[src/rtl/mqaf_pkg.sv]
// Shared constants for the multi-queue active flag logic
package mqaf_pkg;
    // ************************************************************
    // Geometry and selection address layout
    // ************************************************************
    localparam int          NUM_Q      = 4;
    localparam int          QSEL_W     = 2;
    localparam int          ID_W       = 3;
    localparam int          SEL_W      = QSEL_W + ID_W;
    localparam int          SEL_ID_LSB = QSEL_W;
    localparam int          DEPTH_DEF  = 8192;
    localparam int          SWITCH_LAT = 3;
    localparam int          AF_STAGES  = 3;

    // ************************************************************
    // Register map (byte addresses, one word each)
    // ************************************************************
    localparam int          ADDR_W       = 8;
    localparam logic [7:0]  REG_CTRL     = 8'h00;
    localparam logic [7:0]  REG_STATUS   = 8'h04;
    localparam logic [7:0]  REG_OFS_BASE = 8'h10;
    localparam logic [7:0]  REG_CNT_BASE = 8'h20;
    localparam logic [7:0]  REG_IDX_MASK = 8'h0c;
    localparam logic [7:0]  REG_GRP_MASK = 8'hf0;
    localparam int          IDX_LSB      = 2;

    // Control fields
    localparam int          CTRL_USE_DEF = 0;
    localparam int          CTRL_DEF_BIG = 1;
    localparam logic [1:0]  CTRL_RESET   = 2'h1;

    // Status fields
    localparam int          ST_EMPTY_LSB = 0;
    localparam int          ST_AF_LSB    = 4;
    localparam int          ST_OV_BIT    = 8;
    localparam int          ST_AF_BIT    = 9;

    // Default almost-full offsets
    localparam int          OFS_SMALL    = 8;
    localparam int          OFS_LARGE    = 128;
endpackage

[src/rtl/mqaf_flags.sv]
// Active queue flags (output valid, almost full) with Avalon-MM registers
// Overview of operation
// - Every output-register load updates the valid flag on that same edge.
// - Empty status kept per queue; flag shows selected read queue only.
// - After the last word, flag goes high at next read-enabled edge.
// - New read queue shows data and valid flag on third edge.
// - Valid flag changes only on rising clock edges.
// - Writes to non-active read queues update their empty status.
// - Valid flag floats when none of this device's queues is selected.
// - Valid flag driven only when read address top bits match strap ID.
// - Switching among own queues keeps driving, updating to new status.
// - Almost-full kept per queue; flag shows selected write queue only.
// - Offset programmable, or default 8 or 128 after default programming.
// - Each queue has its own offset from zero up to its depth.
// - New write queue shows on almost-full flag at third edge.
// - Almost-full path triple registered: three-cycle delay both ways.
// - Skew violation delays almost-full release by one extra cycle.
// - Almost-full flag changes only on rising clock edges.
// - Reads of non-active write queues update their almost-full status.
// - Per-queue almost-full status bus shows every queue; the active flag is one of its bits.
// - Valid flag active low: low means valid word, high means invalid.
//
// Our own choices: the Avalon-MM register port and the placing of the registers.
module mqaf_flags
    import mqaf_pkg::*;
#(
    parameter int DEPTH = DEPTH_DEF
)
(
    input  wire logic                          sys_clk,
    input  wire logic                          rst_n,
    input  wire logic [mqaf_pkg::ADDR_W-1:0]   avs_address,
    input  wire logic                          avs_read,
    input  wire logic                          avs_write,
    input  wire logic [31:0]                   avs_writedata,
    output logic      [31:0]                   avs_readdata,
    output logic                               avs_waitrequest,
    input  wire logic                          write_en_n,
    input  wire logic [mqaf_pkg::SEL_W-1:0]    write_queue_select,
    input  wire logic                          write_select_strobe,
    input  wire logic                          read_en_n,
    input  wire logic [mqaf_pkg::SEL_W-1:0]    read_queue_select,
    input  wire logic                          read_select_strobe,
    input  wire logic                          device_id_strap_0,
    input  wire logic                          device_id_strap_1,
    input  wire logic                          device_id_strap_2,
    input  wire logic                          read_skew_late,
    output logic                               data_valid_flag_n,
    output logic                               data_valid_flag_oe_n,
    output logic                               almost_full_flag_n,
    output logic      [mqaf_pkg::NUM_Q-1:0]    almost_full_status_bus
);
    import mqaf_pkg::*;

    localparam int CW = $clog2(DEPTH + 1);
    localparam logic [CW-1:0] DEPTH_C = CW'(DEPTH);

    typedef logic [CW-1:0]     mqaf_cnt_t;
    typedef logic [QSEL_W-1:0] mqaf_q_t;

    // Defaults beyond the queue depth saturate, else the cast would wrap
    localparam mqaf_cnt_t OFS_SMALL_C = (OFS_SMALL > DEPTH) ? DEPTH_C
                                                            : CW'(OFS_SMALL);
    localparam mqaf_cnt_t OFS_LARGE_C = (OFS_LARGE > DEPTH) ? DEPTH_C
                                                            : CW'(OFS_LARGE);

    function automatic mqaf_q_t qidx(input logic [SEL_W-1:0] sel);
        return sel[QSEL_W-1:0];
    endfunction

    function automatic logic [ID_W-1:0] qid(input logic [SEL_W-1:0] sel);
        return sel[SEL_W-1:SEL_ID_LSB];
    endfunction

    // ************************************************************
    // Queue selection pipelines
    // ************************************************************
    wire logic [ID_W-1:0] strap_id = {device_id_strap_2, device_id_strap_1,
                                      device_id_strap_0};

    logic [SWITCH_LAT-1:0] rsw_v_q;
    mqaf_q_t               rsw_q_q [SWITCH_LAT];
    logic [SWITCH_LAT-1:0] wsw_v_q;
    mqaf_q_t               wsw_q_q [SWITCH_LAT];
    mqaf_q_t               rd_q_q;
    mqaf_q_t               wr_q_q;
    logic                  rd_mine_q;
    logic                  wr_mine_q;

    wire logic rd_take = rsw_v_q[SWITCH_LAT-1];
    wire logic wr_take = wsw_v_q[SWITCH_LAT-1];
    wire mqaf_q_t rd_cur = rd_take ? rsw_q_q[SWITCH_LAT-1] : rd_q_q;
    wire logic rsel_mine = qid(read_queue_select) == strap_id;
    wire logic wsel_mine = qid(write_queue_select) == strap_id;

    always_ff @(posedge sys_clk or negedge rst_n)
    begin
        if (!rst_n)
        begin
            rsw_v_q <= '0;
            wsw_v_q <= '0;
            for (int i = 0; i < SWITCH_LAT; i++)
            begin
                rsw_q_q[i] <= '0;
                wsw_q_q[i] <= '0;
            end
        end
        else
        begin
            rsw_v_q <= {rsw_v_q[SWITCH_LAT-2:0],
                        read_select_strobe & rsel_mine};
            wsw_v_q <= {wsw_v_q[SWITCH_LAT-2:0],
                        write_select_strobe & wsel_mine};
            rsw_q_q[0] <= qidx(read_queue_select);
            wsw_q_q[0] <= qidx(write_queue_select);
            for (int i = 1; i < SWITCH_LAT; i++)
            begin
                rsw_q_q[i] <= rsw_q_q[i-1];
                wsw_q_q[i] <= wsw_q_q[i-1];
            end
        end
    end

    // write queue committed on third edge
    always_ff @(posedge sys_clk or negedge rst_n)
    begin
        if (!rst_n)
        begin
            rd_q_q <= '0;
            wr_q_q <= '0;
        end
        else
        begin
            rd_q_q <= rd_cur;
            if (wr_take)
                wr_q_q <= wsw_q_q[SWITCH_LAT-1];
        end
    end

    always_ff @(posedge sys_clk or negedge rst_n)
    begin
        if (!rst_n)
        begin
            rd_mine_q <= 1'b0;
            wr_mine_q <= 1'b0;
        end
        else
        begin
            if (read_select_strobe)
                rd_mine_q <= rsel_mine;
            if (write_select_strobe)
                wr_mine_q <= wsel_mine;
        end
    end

    // ************************************************************
    // Per-queue occupancy
    // ************************************************************
    mqaf_cnt_t       cnt_q [NUM_Q];
    logic [NUM_Q-1:0] empty;
    logic            ov_q;

    wire logic rd_load = rd_take | ~read_en_n | ov_q;
    wire logic cur_empty = empty[rd_cur];
    wire logic rd_pop = rd_mine_q & rd_load & ~cur_empty;
    wire logic wr_push = wr_mine_q & ~write_en_n & (cnt_q[wr_q_q] != DEPTH_C);

    // per-queue counts, reads and writes apply to any queue
    always_ff @(posedge sys_clk or negedge rst_n)
    begin
        if (!rst_n)
        begin
            for (int i = 0; i < NUM_Q; i++)
                cnt_q[i] <= '0;
        end
        else
        begin
            for (int i = 0; i < NUM_Q; i++)
                cnt_q[i] <= cnt_q[i]
                    + CW'(wr_push && wr_q_q == mqaf_q_t'(i))
                    - CW'(rd_pop && rd_cur == mqaf_q_t'(i));
        end
    end

    always_comb
    begin
        for (int i = 0; i < NUM_Q; i++)
            empty[i] = cnt_q[i] == '0;
    end

    // flag loads with the output register
    // empty queue on an enabled read raises the flag
    // register only, so it moves on clock edges
    always_ff @(posedge sys_clk or negedge rst_n)
    begin
        if (!rst_n)
            ov_q <= 1'b1;
        else if (rd_load)
            ov_q <= cur_empty;
    end

    // own queue switches keep the driver on
    assign data_valid_flag_oe_n = ~rd_mine_q;
    assign data_valid_flag_n    = ov_q;

    // ************************************************************
    // Almost-full boundaries and registers
    // ************************************************************
    logic [1:0]      ctrl_q;
    mqaf_cnt_t       ofs_q [NUM_Q];
    logic [NUM_Q-1:0] af_raw;
    logic [NUM_Q-1:0] af_s_q [AF_STAGES+1];
    logic [NUM_Q-1:0] late_q;

    wire mqaf_cnt_t def_ofs = ctrl_q[CTRL_DEF_BIG] ? OFS_LARGE_C
                                                  : OFS_SMALL_C;

    always_comb
    begin
        for (int i = 0; i < NUM_Q; i++)
            af_raw[i] = ~((DEPTH_C - cnt_q[i]) <=
                          (ctrl_q[CTRL_USE_DEF] ? def_ofs : ofs_q[i]));
    end

    // three stages from count to flag
    always_ff @(posedge sys_clk or negedge rst_n)
    begin
        if (!rst_n)
        begin
            for (int i = 0; i <= AF_STAGES; i++)
                af_s_q[i] <= '1;
            late_q <= '0;
        end
        else
        begin
            af_s_q[0] <= af_raw;
            for (int i = 1; i <= AF_STAGES; i++)
                af_s_q[i] <= af_s_q[i-1];
            for (int i = 0; i < NUM_Q; i++)
                late_q[i] <= (read_skew_late & rd_pop
                              & rd_cur == mqaf_q_t'(i))
                             | (late_q[i] & ~af_s_q[AF_STAGES-1][i]);
        end
    end

    // late release holds low one more edge
    // status bus carries one bit per queue, the active flag selects one
    assign almost_full_status_bus = af_s_q[AF_STAGES-1]
                                    & (af_s_q[AF_STAGES] | ~late_q);
    // mux of registers, changes on edges only
    assign almost_full_flag_n = almost_full_status_bus[wr_q_q];

    // ************************************************************
    // Avalon-MM slave, one wait state per access
    // ************************************************************
    logic      ack_q;
    wire logic req      = avs_read | avs_write;
    wire logic [ADDR_W-1:0] grp = avs_address & REG_GRP_MASK;
    wire mqaf_q_t ridx  = mqaf_q_t'((avs_address & REG_IDX_MASK) >> IDX_LSB);
    wire logic [1:0] low2 = avs_address[1:0];
    wire logic hit_ofs  = grp == REG_OFS_BASE && low2 == 2'h0;
    wire logic hit_cnt  = grp == REG_CNT_BASE && low2 == 2'h0;
    wire logic [31:0] status_word =
        (32'(empty) << ST_EMPTY_LSB)
        | (32'(almost_full_status_bus) << ST_AF_LSB)
        | (32'(ov_q) << ST_OV_BIT)
        | (32'(af_s_q[AF_STAGES-1][wr_q_q]) << ST_AF_BIT);
    wire logic [31:0] rd_mux =
        avs_address == REG_CTRL   ? 32'(ctrl_q) :
        avs_address == REG_STATUS ? status_word :
        hit_ofs                   ? 32'(ofs_q[ridx]) :
        hit_cnt                   ? 32'(cnt_q[ridx]) : 32'h0;
    // Writes land only at the edge where waitrequest is sampled low, one edge after the wait state ends
    wire logic wr_go = avs_write & ack_q;

    assign avs_waitrequest = req & ~ack_q;

    always_ff @(posedge sys_clk or negedge rst_n)
    begin
        if (!rst_n)
        begin
            ack_q        <= 1'b0;
            avs_readdata <= '0;
        end
        else
        begin
            ack_q <= req & ~ack_q;
            if (avs_read & ~ack_q)
                avs_readdata <= rd_mux;
        end
    end

    // Offsets above depth are clipped so the compare stays meaningful
    always_ff @(posedge sys_clk or negedge rst_n)
    begin
        if (!rst_n)
        begin
            ctrl_q <= CTRL_RESET;
            for (int i = 0; i < NUM_Q; i++)
                ofs_q[i] <= OFS_SMALL_C;
        end
        else if (wr_go)
        begin
            if (avs_address == REG_CTRL)
                ctrl_q <= avs_writedata[1:0];
            if (hit_ofs)
                ofs_q[ridx] <= (avs_writedata > 32'(DEPTH)) ? DEPTH_C
                                            : avs_writedata[CW-1:0];
        end
    end
endmodule

[config.mk]
export PLATFORM = sky130hd
export DESIGN_NAME = mqaf_flags
export DESIGN_NICKNAME = d
export VERILOG_FILES = /design/src/rtl/mqaf_pkg.sv /design/src/rtl/mqaf_flags.sv
export SDC_FILE = /design/constraint.sdc
export NUM_CORES = 1
export LEC_CHECK = 0
export ABC_AREA = 1
export BUFFER_PORTS_ARGS = -buffer_cell sky130_fd_sc_hd__buf_2
export CORE_MARGIN = 4
export CORE_UTILIZATION = 25
export CTS_CLUSTER_SIZE = 28
export DETAILED_ROUTE_END_ITERATION = 8
export PLACE_DENSITY = 0.48
export SLEW_MARGIN = 20
export SYNTH_ARGS = -nofsm -noshare
export SYNTH_HDL_FRONTEND = slang
export SYNTH_SLANG_ARGS = --single-unit
[constraint.sdc]
create_clock -name sys_clk -period 2.9 [get_ports sys_clk]
set_input_delay 0.58 -clock sys_clk [delete_from_list [all_inputs] [get_ports sys_clk]]
set_output_delay 0.58 -clock sys_clk [all_outputs]
set_load 0.02 [all_outputs]
==> metrics.md <==
| Metric | Value |
|---|---|
| Status | `complete, but fails checks` |
| Failing checks | `negative setup slack` |
| Layout area overhead | `31.0%` |
| Seq cells post-synth | `174` |
| Worst Tran Pin Value | `0.640 ns` |
| Final Non-Filler Cells | `2,797` |
| DR iter-0 viols | `875` |
| Detailed Place HPWL | `38,300 µm` |
| WL per Instance | `17.1 µm` |
| IO Pins | `102` |
| Fin nets | `2,326` |
| DP Area | `15,900 µm²` |
| Kind of critical path | `flop to flop` |
| Grt ovf | `0` |
| Max Fanout on Critical Path | `3` |
| Sink Count | `174` |
| Dpl cells | `2,726` |
| Post-synthesis sequential area ratio | `32.8%` |
| Hold Crit Class | `primary input to asynchronous set/reset pin` |
| Hold_buf cts | `0` |
| Asr flop ratio synth | `100%` |
| Routed wire length | `47,900 µm` |
| Synthesized area | `13,400 µm²` |
| Most frequent cell after synthesis | `nand2_1` |
| Crit path top cell by count | `nand2_2` |
| Critical path's slowest cell | `dfrtp_1` |
| DRT Pass-1 Iters | `5` |
| Std-Cell Rows | `84` |
| Crit. End Element | `flop` |
| First-pass GRT wire length | `73,200 µm` |
| Largest stage delay, worst path | `0.39 ns` |
| Vias in the first global route | `12,655` |
| Routability cong. | `0.915` |
| Layout cells sized above 1 | `26.7%` |
| Netlist cell types | `38` |
| Die W | `239 µm` |
| PwrDens | `1070 nW/µm²` |
| Cells after synthesis | `1,797` |
| Tcrit/Tclk final | `104%` |
| Startpoint class of the critical path | `flop` |
| CTS tree | `yes` |
| DRC Markers | `0` |
| Core footprint | `52,800 µm²` |
| Initial core utilization | `25.3%` |
| Required time of the critical path | `3.31 ns` |
| Synth Warn # | `0` |
| Root Driver | `clkbuf_16` |
| Skew final | `0.0190 ns` |
| Final hold slack | `0.0524 ns` |
| Final slew viol count | `0` |
| Max_cap viols | `0` |
| Cts bufs inserted | `17` |
| Number of synthesized flops with an enable pin | `0` |
| Hold Vio Cnt, Final | `0` |
| Fmax achieved | `0.333 GHz` |
| Via count | `12,999` |
| ANT cells | `0` |
| Die height | `239 µm` |
| Max VDD drop | `0.565 mV` |
| Total GRT Usage | `16.7%` |
| Setup tns final | `-0.363 ns` |
| Worst skew pair latency | `0.50 ns` |
| CP cell instances | `inv_2 -> ha_4 -> nand4_1 -> nor2_4 -> nand2_2 -> nand2_2 -> nor2_4 -> nand2_4 -> nor3_4 -> ha_1 -> inv_1 -> ha_2 -> inv_2 -> fa_2 -> inv_2 -> nand3_2 -> nand2_4 -> nand2_2 -> nand2_2 -> nand2_1 -> nand2_1 -> xor2_1` |
| Clock transition at the registers of the reported paths | `0.08 ns` |
| Die area | `57,200 µm²` |
| Fin area | `17,500 µm²` |
| Top post-synthesis cells by area | `dfrtp_1, ha_1, nand2_1` |
| Synth top cells by count | `nand2_1, inv_1, ha_1, nor2_1, dfrtp_1` |
| Port bufs | `83` |
| Top_reg_cell synth | `dfrtp_1` |
| Leak | `8.92 nW` |
| Fin worst setup slack | `-0.104 ns` |
| Tmin final | `3.00 ns` |
| Longest Clk Path Bufs | `2` |
| Share of the synthesized area in the top cell type | `28.5%` |
| Synth Area per Inst | `7.43 µm²` |
| Reg2Reg Setup Slack | `-0.10 ns` |
| DRT antenna net count | `0` |
| H-tree levels | `4` |
| Cell taking the most area after synthesis | `dfrtp_1` |
| Initial antenna violation count | `1` |
| Largest net degree at the start of global routing | `67` |
| Endpoints failing setup | `8` |
| Slew headroom | `57.2%` |
| Via density | `4.65` |
| Arrival time worst endpoint | `3.41 ns` |
| RSZ-0062 raised after global routing | `true` |
## per-stage QoR
stage,utilization (%),total power [W],setup slack [ns]
5_1_grt,33.2,0.0205,-0.272
3_5_place_dp,30.2,0.0149,-0.274
4_1_cts,31.9,0.0177,-0.162
2_1_floorplan,-,0.0103,-0.0132
6_report,33.2,0.0187,-0.104
3_3_place_gp,30.2,0.0148,-0.243
## report_power, final
part	internal, W	switching, W	total [W]
clock	0.00125	0.00125	0.00250
sequential	0.00316	0.000323	0.00348
combinational	0.00547	0.00728	0.0128
## timing repair
action                                  4_1_cts  5_1_grt
buffers inserted                             18       31
resized for setup                            46      133
endpoints found under the setup margin       36       45
cloned                                        0        0
pin swaps                                    25       68
## layout by cell type (no fill, tap or decap), types with 18 or more instances in the layout
cell,synthesis,routed
inv_2,9,47
o21ai_0,56,53
a21oi_1,73,67
dfstp_2,22,22
buf_4,27,220
dfrtp_1,152,152
nand4_1,97,97
ha_4,0,21
conb_1,1,18
buf_2,16,82
nand2_1,512,472
nand2_2,3,39
ha_1,164,139
nor2_1,161,143
nand3_1,83,67
inv_1,225,186
xor2_1,78,76
## worst max-delay path: cells and delay by family (launching register included)
family	cells	cell delay [ns]
DFF	1	0.39
and+or+nand+nor	13	1.16
adders and majority gates	4	0.95
xor gates and xnor gates	1	0.18
buffers and inverters	4	0.24
## logic make-up (layout without fill, tap and decap cells)
family	Yosys count	count (layout)	share of synthesized area, %
compound gates	165	165	6.75
flops	174	174	32.8
simple gates	915	915	29.8
buf+inv	289	584	9.09
fa+ha+maj	168	168	16.0
other cells	1	18	0.0281
xor+xnor	85	85	5.57
## final timing paths
kind	start	endpoint	cells past startpoint
worst max-delay path	cnt_q[34]$_DFF_PN0_	cnt_q[52]$_DFF_PN0_	22
worst min register to register	af_s_q[8]$_DFF_PN1_	af_s_q[4]$_DFF_PN1_	0
worst max register to register	cnt_q[34]$_DFF_PN0_	cnt_q[52]$_DFF_PN0_	22
worst min-delay path	rst_n	cnt_q[40]$_DFF_PN0_	1
min in group sys_clk	read_queue_select[0]	rsw_q_q[4]$_DFF_PN0_	1
max in group asynchronous	rst_n	ofs_q[3]$_DFFE_PN1P_	2
## per-layer routing
layer | vias up | share of wire (%) | global-route usage [%]
met4 | 0 | 2.5 | 5.29
met5 | - | 0 | 0
li1 | 6386 | - | -
met3 | 59 | 4.5 | 2.58
met1 | 6200 | 46 | 23.0
met2 | 354 | 47 | 26.9
## state kept, by name, indices dropped and copies added, names as in the netlist, 3 cells and up
name,count
late_q,4
avs_readdata,14
ofs_q,56
cnt_q,56
wsw_v_q,3
wsw_q_q,6
rsw_q_q,6
rsw_v_q,3
af_s_q,16
## layout make-up
cell class / instances / area, µm²
fill: 5671 / 35300
sequential: 174 / 4380
inverter: 234 / 881
clock inverter: 15 / 191
multi-input combinational: 1351 / 8490
clock buffer: 17 / 425
timing repair buffer: 318 / 2270
tap: 688 / 861
(Power assumes the default switching activity.)
